File: src/pwm_out_pkg.sv
// Shared constants for the pulse-delete and output-steering PWM back end.
// Assumes a 32-bit Avalon-MM register port with byte addresses.
package pwm_out_pkg;

   // Data widths
   localparam int COUNT_W = 16;
   localparam int DEAD_W = 10;
   localparam int MIN_W = 10;
   localparam int STEER_W = 9;
   localparam int ADDR_W = 6;

   // Register byte offsets
   localparam logic [ADDR_W-1:0] OFS_CONTROL = 6'h00;
   localparam logic [ADDR_W-1:0] OFS_HALF_PERIOD = 6'h04;
   localparam logic [ADDR_W-1:0] OFS_DEAD_TIME = 6'h08;
   localparam logic [ADDR_W-1:0] OFS_DUTY_A = 6'h0C;
   localparam logic [ADDR_W-1:0] OFS_DUTY_B = 6'h10;
   localparam logic [ADDR_W-1:0] OFS_DUTY_C = 6'h14;
   localparam logic [ADDR_W-1:0] OFS_MIN_ON_TIME = 6'h18;
   localparam logic [ADDR_W-1:0] OFS_OUTPUT_STEERING = 6'h1C;
   localparam logic [ADDR_W-1:0] OFS_SYSTEM_STATUS = 6'h20;

   // Control register fields
   localparam int CTRL_RUN_BIT = 0;
   localparam int CTRL_DOUBLE_BIT = 1;

   // Status register fields
   localparam int STAT_HALF_BIT = 3;
   localparam int STAT_RELUCT_BIT = 4;

   // Output steering fields: crossover per phase, disables per pin
   localparam int XOVER_A_BIT = 8;
   localparam int XOVER_B_BIT = 7;
   localparam int XOVER_C_BIT = 6;
   localparam int DIS_A_LOW_BIT = 5;
   localparam int DIS_A_HIGH_BIT = 4;
   localparam int DIS_B_LOW_BIT = 3;
   localparam int DIS_B_HIGH_BIT = 2;
   localparam int DIS_C_LOW_BIT = 1;
   localparam int DIS_C_HIGH_BIT = 0;

   // Reset values
   localparam logic [1:0] CONTROL_RESET = 2'h0;
   localparam logic [COUNT_W-1:0] COUNT_RESET = 16'h0000;
   localparam logic [DEAD_W-1:0] DEAD_RESET = 10'h000;
   localparam logic [MIN_W-1:0] MIN_RESET = 10'h000;
   localparam logic [STEER_W-1:0] STEER_RESET = 9'h000;

   // Pin synchroniser depth
   localparam int SYNC_STAGES = 3;

   // Saturating subtraction of on-time terms
   function automatic logic [COUNT_W-1:0] sat_sub(input logic [COUNT_W-1:0] a, input logic [COUNT_W-1:0] b);
      sat_sub = (a > b) ? (a - b) : COUNT_RESET;
   endfunction

endpackage

File: src/phase_timing_if.sv
// Carrier between the core and one phase timing slice.
// Assumes one instance per phase, all on the same clock.
`timescale 1ns/10ps
`default_nettype none
interface phase_timing_if;
   import pwm_out_pkg::*;
   logic [COUNT_W-1:0] half_len;
   logic [COUNT_W-1:0] count;
   logic [COUNT_W-1:0] duty;
   logic [DEAD_W-1:0] dead_time;
   logic [MIN_W-1:0] min_on_time;
   logic second_half;
   logic reluctance_mode;
   logic hi_n;
   logic lo_n;

   modport core (output half_len, count, duty, dead_time, min_on_time, second_half, reluctance_mode,
                 input hi_n, lo_n);
   modport slice (input half_len, count, duty, dead_time, min_on_time, second_half, reluctance_mode,
                  output hi_n, lo_n);
endinterface
`default_nettype wire

File: src/phase_timing.sv
// One phase of the timing unit: center-based active-low pair with dead
// time, narrow-pulse deletion and reluctance hold. Purely combinational.
// Assumes the core supplies latched working values and the half count.
`timescale 1ns/10ps
`default_nettype none
module phase_timing (
   phase_timing_if.slice pt
);
   import pwm_out_pkg::*;

   logic [COUNT_W-1:0] hi_on;
   logic [COUNT_W-1:0] lo_on;
   logic [COUNT_W-1:0] dead_ext;
   logic [COUNT_W-1:0] min_ext;
   logic hi_raw;
   logic lo_raw;

   // On-times per half, both edges moved by the dead time
   always_comb begin
      dead_ext = {{(COUNT_W-DEAD_W){1'b0}}, pt.dead_time};
      min_ext = {{(COUNT_W-MIN_W){1'b0}}, pt.min_on_time};
      hi_on = sat_sub((pt.duty > pt.half_len) ? pt.half_len : pt.duty, dead_ext);
      lo_on = sat_sub(sat_sub(pt.half_len, pt.duty), dead_ext);
   end

   // Centered placement: high side on late in first half, early in second; low side the reverse
   always_comb begin
      if (pt.second_half) begin
         hi_raw = pt.count < hi_on;
         lo_raw = pt.count >= sat_sub(pt.half_len, lo_on);
      end else begin
         hi_raw = pt.count >= sat_sub(pt.half_len, hi_on);
         lo_raw = pt.count < lo_on;
      end
   end

   // Deletion of short pulses, reluctance hold, active-low drive
   always_comb begin
      pt.hi_n = ~hi_raw;
      pt.lo_n = ~lo_raw;
      if (hi_on < min_ext) begin
         pt.hi_n = 1'b1;
         pt.lo_n = 1'b0;
      end else if (lo_on < min_ext) begin
         pt.lo_n = 1'b1;
         pt.hi_n = 1'b0;
      end
      if (pt.reluctance_mode) begin
         pt.lo_n = 1'b0;
      end
   end
endmodule
`default_nettype wire

File: src/pin_sync.sv
// Three-flop synchroniser for a slow pin, with agreement of the last two.
// Assumes the pin is asynchronous to clk.
`timescale 1ns/10ps
`default_nettype none
module pin_sync #(
   parameter logic RESET_LEVEL = 1'b1
) (
   input wire logic clk,
   input wire logic srst,
   input wire logic pin,
   output logic level
);
   import pwm_out_pkg::*;

   typedef struct packed {
      logic [SYNC_STAGES-1:0] chain;
      logic level;
   } sync_state_t;

   sync_state_t state;
   sync_state_t next_state;

   // Shift chain; level moves once stages two and three agree
   always_comb begin
      next_state = state;
      next_state.chain = {state.chain[SYNC_STAGES-2:0], pin};
      if (state.chain[1] == state.chain[2]) begin
         next_state.level = state.chain[2];
      end
   end

   always_ff @(posedge clk) begin
      if (srst) begin
         state <= '{chain: {SYNC_STAGES{RESET_LEVEL}}, level: RESET_LEVEL};
      end else begin
         state <= next_state;
      end
   end

   assign level = state.level;
endmodule
`default_nettype wire

File: src/pwm_pulse_delete_output_ctrl.sv
// Notes on behaviour
// - Single update: same duty in both halves
// - Double update: separate duty per half
// - Ten-bit minimum on-time in clock periods
// - Short pulse off, complement fully on
// - Reluctance pin low holds low sides on
// - High sides still follow duty in reluctance
// - Reluctance only from pin, high disables
// - Status bit 4 shows reluctance pin
// - Crossover enables in bits 8,7,6
// - Crossover swaps high and low signals
// - Reset clears crossover bits
// - Bits 5..0 disable low, high per phase
// - Disabled output held off
// - Disables applied after crossover
// - Reset clears all disable bits
// - Steering latched at period start, and midpoint when double
// - Duty is high-side on-time per half
// - Timing signals are active low
// - Dead time moves both edges equally
// - Double update adds midpoint sync pulse
//
// Top of the PWM back end: Avalon-MM register slave, half-period counter,
// working-copy latch, three phase slices and the output control stage.
// Assumes reluctance_select_n comes from a pin with a pull-up outside.
`timescale 1ns/10ps
`default_nettype none
module pwm_pulse_delete_output_ctrl (
   input wire logic clk,
   input wire logic srst,
   input wire logic [pwm_out_pkg::ADDR_W-1:0] avs_address,
   input wire logic avs_read,
   input wire logic avs_write,
   input wire logic [31:0] avs_writedata,
   output logic [31:0] avs_readdata,
   output logic avs_waitrequest,
   input wire logic reluctance_select_n,
   output logic out_a_high,
   output logic out_a_low,
   output logic out_b_high,
   output logic out_b_low,
   output logic out_c_high,
   output logic out_c_low,
   output logic period_sync_pulse
);
   import pwm_out_pkg::*;

   // Software copies and working copies live in one state record
   typedef struct packed {
      logic [1:0] control;
      logic [COUNT_W-1:0] half_period_count;
      logic [DEAD_W-1:0] dead_time;
      logic [COUNT_W-1:0] duty_phase_a;
      logic [COUNT_W-1:0] duty_phase_b;
      logic [COUNT_W-1:0] duty_phase_c;
      logic [MIN_W-1:0] min_on_time;
      logic [STEER_W-1:0] output_steering;
      logic double_w;
      logic [COUNT_W-1:0] half_len_w;
      logic [DEAD_W-1:0] dead_w;
      logic [COUNT_W-1:0] duty_a_w;
      logic [COUNT_W-1:0] duty_b_w;
      logic [COUNT_W-1:0] duty_c_w;
      logic [MIN_W-1:0] min_w;
      logic [STEER_W-1:0] steer_w;
      logic running;
      logic second_half;
      logic [COUNT_W-1:0] count;
      logic [31:0] readdata;
      logic waitrequest;
      logic [5:0] outs;
      logic sync_pulse;
   } core_state_t;

   core_state_t state;
   core_state_t next_state;
   logic reluctance_level;
   logic reluctance_mode;
   logic bus_req;
   logic bus_take;
   logic at_half_end;
   logic latch_now;
   logic [2:0] timing_hi_n;
   logic [2:0] timing_lo_n;
   logic [5:0] crossed;
   logic [5:0] gated;

   phase_timing_if phase_a_if ();
   phase_timing_if phase_b_if ();
   phase_timing_if phase_c_if ();

   // Reluctance select pin, pulled high outside so idle means off
   pin_sync #(
      .RESET_LEVEL(1'b1)
   ) reluct_sync (
      .clk(clk),
      .srst(srst),
      .pin(reluctance_select_n),
      .level(reluctance_level)
   );

   assign reluctance_mode = ~reluctance_level;

   // Phase slices fed from working copies, the counter and the live reluctance mode
   assign phase_a_if.half_len = state.half_len_w;
   assign phase_a_if.count = state.count;
   assign phase_a_if.duty = state.duty_a_w;
   assign phase_a_if.dead_time = state.dead_w;
   assign phase_a_if.min_on_time = state.min_w;
   assign phase_a_if.second_half = state.second_half;
   assign phase_a_if.reluctance_mode = reluctance_mode;
   assign phase_b_if.half_len = state.half_len_w;
   assign phase_b_if.count = state.count;
   assign phase_b_if.duty = state.duty_b_w;
   assign phase_b_if.dead_time = state.dead_w;
   assign phase_b_if.min_on_time = state.min_w;
   assign phase_b_if.second_half = state.second_half;
   assign phase_b_if.reluctance_mode = reluctance_mode;
   assign phase_c_if.half_len = state.half_len_w;
   assign phase_c_if.count = state.count;
   assign phase_c_if.duty = state.duty_c_w;
   assign phase_c_if.dead_time = state.dead_w;
   assign phase_c_if.min_on_time = state.min_w;
   assign phase_c_if.second_half = state.second_half;
   assign phase_c_if.reluctance_mode = reluctance_mode;

   phase_timing slice_a (
      .pt(phase_a_if.slice)
   );
   phase_timing slice_b (
      .pt(phase_b_if.slice)
   );
   phase_timing slice_c (
      .pt(phase_c_if.slice)
   );

   assign timing_hi_n = {phase_a_if.hi_n, phase_b_if.hi_n, phase_c_if.hi_n};
   assign timing_lo_n = {phase_a_if.lo_n, phase_b_if.lo_n, phase_c_if.lo_n};

   // Bus handshake: request taken while waitrequest is low
   assign bus_req = avs_read | avs_write;
   assign bus_take = bus_req & ~state.waitrequest;

   // Period timing events
   assign at_half_end = state.running && (state.count == sat_sub(state.half_len_w, 16'h0001));
   assign latch_now = !state.running || (at_half_end && (state.second_half || state.double_w));

   // Crossover stage, then per-pin disable; a high, a low, b high, b low, c high, c low
   always_comb begin
      crossed[5] = state.steer_w[XOVER_A_BIT] ? timing_lo_n[2] : timing_hi_n[2];
      crossed[4] = state.steer_w[XOVER_A_BIT] ? timing_hi_n[2] : timing_lo_n[2];
      crossed[3] = state.steer_w[XOVER_B_BIT] ? timing_lo_n[1] : timing_hi_n[1];
      crossed[2] = state.steer_w[XOVER_B_BIT] ? timing_hi_n[1] : timing_lo_n[1];
      crossed[1] = state.steer_w[XOVER_C_BIT] ? timing_lo_n[0] : timing_hi_n[0];
      crossed[0] = state.steer_w[XOVER_C_BIT] ? timing_hi_n[0] : timing_lo_n[0];
      gated[5] = crossed[5] | state.steer_w[DIS_A_HIGH_BIT];
      gated[4] = crossed[4] | state.steer_w[DIS_A_LOW_BIT];
      gated[3] = crossed[3] | state.steer_w[DIS_B_HIGH_BIT];
      gated[2] = crossed[2] | state.steer_w[DIS_B_LOW_BIT];
      gated[1] = crossed[1] | state.steer_w[DIS_C_HIGH_BIT];
      gated[0] = crossed[0] | state.steer_w[DIS_C_LOW_BIT];
   end

   // Next-state: bus slave, counter, latching and output register
   always_comb begin
      next_state = state;
      next_state.sync_pulse = 1'b0;

      // Waitrequest drops for one cycle per request
      next_state.waitrequest = !(bus_req && state.waitrequest);
      if (bus_req && state.waitrequest) begin
         next_state.readdata = 32'h0000_0000;
         unique case (avs_address)
            OFS_CONTROL: next_state.readdata = {30'h0, state.control};
            OFS_HALF_PERIOD: next_state.readdata = {16'h0, state.half_period_count};
            OFS_DEAD_TIME: next_state.readdata = {22'h0, state.dead_time};
            OFS_DUTY_A: next_state.readdata = {16'h0, state.duty_phase_a};
            OFS_DUTY_B: next_state.readdata = {16'h0, state.duty_phase_b};
            OFS_DUTY_C: next_state.readdata = {16'h0, state.duty_phase_c};
            OFS_MIN_ON_TIME: next_state.readdata = {22'h0, state.min_on_time};
            OFS_OUTPUT_STEERING: next_state.readdata = {23'h0, state.output_steering};
            OFS_SYSTEM_STATUS: begin
               next_state.readdata[STAT_RELUCT_BIT] = reluctance_level;
               next_state.readdata[STAT_HALF_BIT] = state.second_half;
            end
            default: next_state.readdata = 32'h0000_0000;
         endcase
      end

      // Writes land at the edge where waitrequest is sampled low
      if (bus_take && avs_write) begin
         unique case (avs_address)
            OFS_CONTROL: next_state.control = avs_writedata[1:0];
            OFS_HALF_PERIOD: next_state.half_period_count = avs_writedata[COUNT_W-1:0];
            OFS_DEAD_TIME: next_state.dead_time = avs_writedata[DEAD_W-1:0];
            OFS_DUTY_A: next_state.duty_phase_a = avs_writedata[COUNT_W-1:0];
            OFS_DUTY_B: next_state.duty_phase_b = avs_writedata[COUNT_W-1:0];
            OFS_DUTY_C: next_state.duty_phase_c = avs_writedata[COUNT_W-1:0];
            OFS_MIN_ON_TIME: next_state.min_on_time = avs_writedata[MIN_W-1:0];
            OFS_OUTPUT_STEERING: next_state.output_steering = avs_writedata[STEER_W-1:0];
            default: next_state.control = state.control;
         endcase
      end

      // Half-period counter; runs only with a nonzero half length
      if (state.running) begin
         if (at_half_end) begin
            next_state.count = COUNT_RESET;
            next_state.second_half = ~state.second_half;
         end else begin
            next_state.count = state.count + 16'h0001;
         end
      end else begin
         next_state.count = COUNT_RESET;
         next_state.second_half = 1'b0;
      end

      // Working copies at period start, and midpoint when double
      if (latch_now) begin
         next_state.double_w = state.control[CTRL_DOUBLE_BIT];
         next_state.half_len_w = state.half_period_count;
         next_state.dead_w = state.dead_time;
         next_state.duty_a_w = state.duty_phase_a;
         next_state.duty_b_w = state.duty_phase_b;
         next_state.duty_c_w = state.duty_phase_c;
         next_state.min_w = state.min_on_time;
         next_state.steer_w = state.output_steering;
         next_state.running = state.control[CTRL_RUN_BIT] && (state.half_period_count != COUNT_RESET);
         next_state.sync_pulse = next_state.running;
      end

      // Registered pins; all off while stopped
      next_state.outs = next_state.running ? gated : 6'h3F;
      if (!state.running) begin
         next_state.outs = 6'h3F;
      end
   end

   // State register with reset defaults
   always_ff @(posedge clk) begin
      if (srst) begin
         state <= '{
            control: CONTROL_RESET,
            half_period_count: COUNT_RESET,
            dead_time: DEAD_RESET,
            duty_phase_a: COUNT_RESET,
            duty_phase_b: COUNT_RESET,
            duty_phase_c: COUNT_RESET,
            min_on_time: MIN_RESET,
            output_steering: STEER_RESET,
            double_w: 1'b0,
            half_len_w: COUNT_RESET,
            dead_w: DEAD_RESET,
            duty_a_w: COUNT_RESET,
            duty_b_w: COUNT_RESET,
            duty_c_w: COUNT_RESET,
            min_w: MIN_RESET,
            steer_w: STEER_RESET,
            running: 1'b0,
            second_half: 1'b0,
            count: COUNT_RESET,
            readdata: 32'h0000_0000,
            waitrequest: 1'b1,
            outs: 6'h3F,
            sync_pulse: 1'b0
         };
      end else begin
         state <= next_state;
      end
   end

   // Outputs straight from the state register
   assign avs_readdata = state.readdata;
   assign avs_waitrequest = state.waitrequest;
   assign out_a_high = state.outs[5];
   assign out_a_low = state.outs[4];
   assign out_b_high = state.outs[3];
   assign out_b_low = state.outs[2];
   assign out_c_high = state.outs[1];
   assign out_c_low = state.outs[0];
   assign period_sync_pulse = state.sync_pulse;
endmodule
`default_nettype wire

File: config.mk
export PLATFORM = sky130hd
export DESIGN_NAME = pwm_pulse_delete_output_ctrl
export DESIGN_NICKNAME = d
export VERILOG_FILES = /design/src/pwm_out_pkg.sv /design/src/phase_timing_if.sv /design/src/phase_timing.sv /design/src/pin_sync.sv /design/src/pwm_pulse_delete_output_ctrl.sv
export SDC_FILE = /design/constraint.sdc
export NUM_CORES = 1
export LEC_CHECK = 0
export BUFFER_PORTS_ARGS = -buffer_cell sky130_fd_sc_hd__buf_2
export CAP_MARGIN = 25
export CORE_AREA = 8 8 215 217
export DETAILED_ROUTE_END_ITERATION = 8
export DIE_AREA = 0 0 223 225
export PLACE_DENSITY_LB_ADDON = 0.08
export SLEW_MARGIN = 10
export SYNTH_ARGS = -nofsm -noshare
export SYNTH_HDL_FRONTEND = slang
export SYNTH_SLANG_ARGS = --single-unit
File: constraint.sdc
create_clock -name clk -period 12.8 [get_ports clk]
set_input_delay 0.64 -clock clk [delete_from_list [all_inputs] [get_ports clk]]
set_output_delay 0.64 -clock clk [all_outputs]
set_load 0.01 [all_outputs]
==> flow_summary_export.csv <==
group,metric,value,unit
routing,drc_errors,0,
grt,top_usage_layer,"met2",
timing,period_share,89.1,%
place,place.gp.congestion,0.983,
layout,final_area,28900,um2
critical_path,crit_path_frequent_cell,"nand2_1",
yosys,synth_cell_type_count,93,
grt,met2_usage,57.7,%
pwr,ir_drop,0.000125,V
critical_path,path_max_fanout,18,
clock_network,h-tree-depth,1,
critical_path,cp_slowest_cell,"nor2_1",
routing,drtPass1Iterations,9,
clock_network,root_buffer,"clkbuf_16",
pwr,p_sw,0.000383,W
yosys,netlist.area_leader.share,20.4,%
pwr,p_seq_share,47.1,%
grt,grt_pass1_wl,150000,um
yosys,synthXorXnorAreaFrac,6.57,%
yosys,seq_area_frac_synth,17.2,%
grt,gr-usage-met3,6.71,%
pwr,pwr-share-comb,5.1,%
yosys,synthArstFlopShare,0,%
place,dpl.hpwl,75600,um
layout,fin_nets,4234,
timing,tightest_slew,1170,ps
critical_path,worst_r2r_path_depth,47,
place,placed_cell_area,28100,um2
clock_network,insertion_delay,560,ps
timing,max_freq,0.0877,GHz
yosys,yosys.area_share.adder,21.5,%
timing,finClkSkew,18.1,ps
critical_path,cp-start-kind,"flip-flop",
timing,setup_viol,0,
yosys,netlist_area,27400,um2
timing,slew_headroom,22.1,%
grt,grtUsageTotal,37.5,%
grt,grt_max_degree,135,
clock_network,cts_buffer_depth,3,
yosys,synth_seq_cells,235,
yosys,synth_area_per_cell,7.35,um2
yosys,synth_mux_area_share,1.59,%
critical_path,crit_arrival,11880,ps
floorplan,die_x,223,um
pwr,p_clk_share,47.8,%
timing,hold_viol_final,0,
grt,grt_pass1_vias,26500,
pwr,swShare,24.6,%
yosys,netlist_top_cells_area,"ha_1 (20%), dfxtp_1 (17%), nand2_1 (8.9%)",
pwr,p_int,0.00118,W
pwr,power_density,53.9,nW/um2
yosys,synth_edf_count,0,
yosys,synthFlopType,"dfxtp_1",
place,placedCellCount,4245,
floorplan,die-area,50200,um2
timing,finalMaxSlewViolations,0,
yosys,synth_top_family_by_area,"compound AO/OA/AOI/OAI gates",
clock_network,postCtsSetupRepairBufs,0,
yosys,synth_compound_area_share,24.5,%
yosys,yosysTopAreaCell,"ha_1",
floorplan,initial_core_util,64.2,%
layout,final_common_cell,"nand2_1",
grt,grt_antenna_before_repair,1,
layout,final_cell_mix,"nand2_1 (652), ha_1 (447), a21oi_1 (424)",
critical_path,required,13280,ps
routing,routedWlPerCell,23.1,um
grt,use_met1,49.1,%
min_path,hold_path.class,"input pin to flip-flop",
timing,rsz0062_at_grt,"false",
pwr,power_leakage,12.7,nW
timing,setup_tns,0,ps
critical_path,endpoint_kind,"flip-flop",
grt,overflow,0,
routing,dr.first_iter.drc_count,3499,
floorplan,boundaryPins,83,
layout,layout-drive-gt1-share,5.93,%
critical_path,slowest_delay,770,ps
layout,nFillCells,3670,
run_status,status,"finished clean",
clock_network,cts_tree,"yes",
floorplan,rows,76,
run,maxCapViolations,0,
timing,min_period,11400,ps
clock_network,ctsHoldBuffers,0,
clock_network,cts_sinks,235,
yosys,synthSimpleGateAreaFrac,23.0,%
floorplan,die_h,225,um
min_path,holdPathStages,2,
layout,layoutNonFillerInstCount,4291,
critical_path,path_class,"flip-flop to flip-flop",
routing,ant_nets,0,
clock_network,cts_inserted_buffers,26,
yosys,synth_cells,3732,
floorplan,coreArea,42700,um2
routing,wirelength,99300,um
clock_network,ctsResizeCount,0,
routing,vias,28600,
place,port_buffers,50,
layout,area_delta_synth_final,5.52,%
routing,vias_per_cell,6.67,
layout,fin_util,67.8,%
yosys,ys_warn_count,0,
clock_network,clkTransAtPathRegs,60,ps
## worst max-delay path: cells and delay by family (launching register included)
family / cells / cell delay [ps]
buf+inv: 5 / 940
compound gates: 24 / 5360
flops: 1 / 580
fa+ha+maj: 6 / 1560
simple gates: 12 / 2860
## kinds of logic after synthesis
family / count (synthesis)
xor+xnor: 205
simple gates: 1366
buf+inv: 362
flops: 235
mux: 41
fa+ha+maj: 462
compound gates: 1060
other cells: 1
## per-layer routing
metal,vias to the layer above,wire length [um]
li1,13300,-
met1,13200,40200
met4,0,6540
met3,368,11300
met5,-,0
met2,1740,41300
## flip-flops by register name (all words and copies together), names as in the netlist
signal	count
state	106
out_c_low	1
out_a_high	1
phase_c_if.duty	16
reluct_sync.state	1
phase_b_if.duty	16
phase_a_if.half_len	16
reluct_sync.level	1
phase_a_if.dead_time	10
out_a_low	1
avs_waitrequest	1
out_b_low	1
out_b_high	1
phase_a_if.count	16
phase_a_if.duty	16
phase_a_if.second_half	1
out_c_high	1
avs_readdata	16
phase_a_if.min_on_time	10
reluct_sync.next_state	2
period_sync_pulse	1
## through the flow
stage,hold slack (ps),power (W),worst slack [ps]
6_report,266,0.00156,1400
4_1_cts,262,0.00155,1840
5_1_grt,266,0.00159,611
3_3_place_gp,399,0.000824,2100
3_5_place_dp,399,0.000826,1870
2_1_floorplan,389,0.000806,3590
## final cells by class
class / instances / area [um2] / area share [%]
Clock buffer: 35 / 766 / 2.65
Timing Repair Buffer: 110 / 711 / 2.46
Clock inverter: 8 / 63.8 / 0.221
Sequential cell: 235 / 4700 / 16.3
Antenna cell: 1 / 2.50 / 0.00865
Tap cell: 546 / 683 / 2.36
Multi-Input combinational cell: 3150 / 21200 / 73.4
Inverter: 206 / 773 / 2.67
## final timing paths
path / slack, ps / to / startpoint
setup / recovery: 1400 / out_c_high / phase_a_if.half_len[0]
hold / removal: 270 / reluct_sync.next_state[2] / reluctance_select_n
setup reg to reg: 1400 / out_c_high / phase_a_if.half_len[0]
hold reg to reg: 410 / reluct_sync.next_state[3] / reluct_sync.next_state[2]
## power groups by stage
stage	Combinational [W]	Sequential [W]	Clock [W]
finish	0.0000787	0.000734	0.000746
floorplan	0.0000563	0.000750	0
global route	0.0000843	0.000734	0.000771
detailed placement	0.0000757	0.000750	0
CTS	0.0000759	0.000734	0.000744
global placement	0.0000737	0.000750	0
## synth_stat cells (all sizes together) (8+ instances only)
master / instances
clkbuf: 90
o211ai: 25
o21bai: 24
o31ai: 13
xor2: 68
nand3: 84
and3: 17
nor3b: 10
a221oi: 9
a21oi: 426
or3: 22
a211oi: 26
inv: 205
o21ai: 168
a31oi: 22
and2: 16
o21a: 46
mux2: 21
a22oi: 38
a211o: 13
mux2i: 20
nor2: 217
o31a: 9
or2: 18
a21boi: 9
ha: 447
o311ai: 9
nand2b: 67
a21o: 123
o2111ai: 10
dfxtp: 235
nor4: 26
xnor2: 137
and4: 11
or4: 9
a2111oi: 15
nand2: 653
fa: 15
nand3b: 8
nor2b: 66
nand4: 61
nor3: 73
a311oi: 9
buf: 66
No activity file was read; power rests on OpenSTA's default activity.
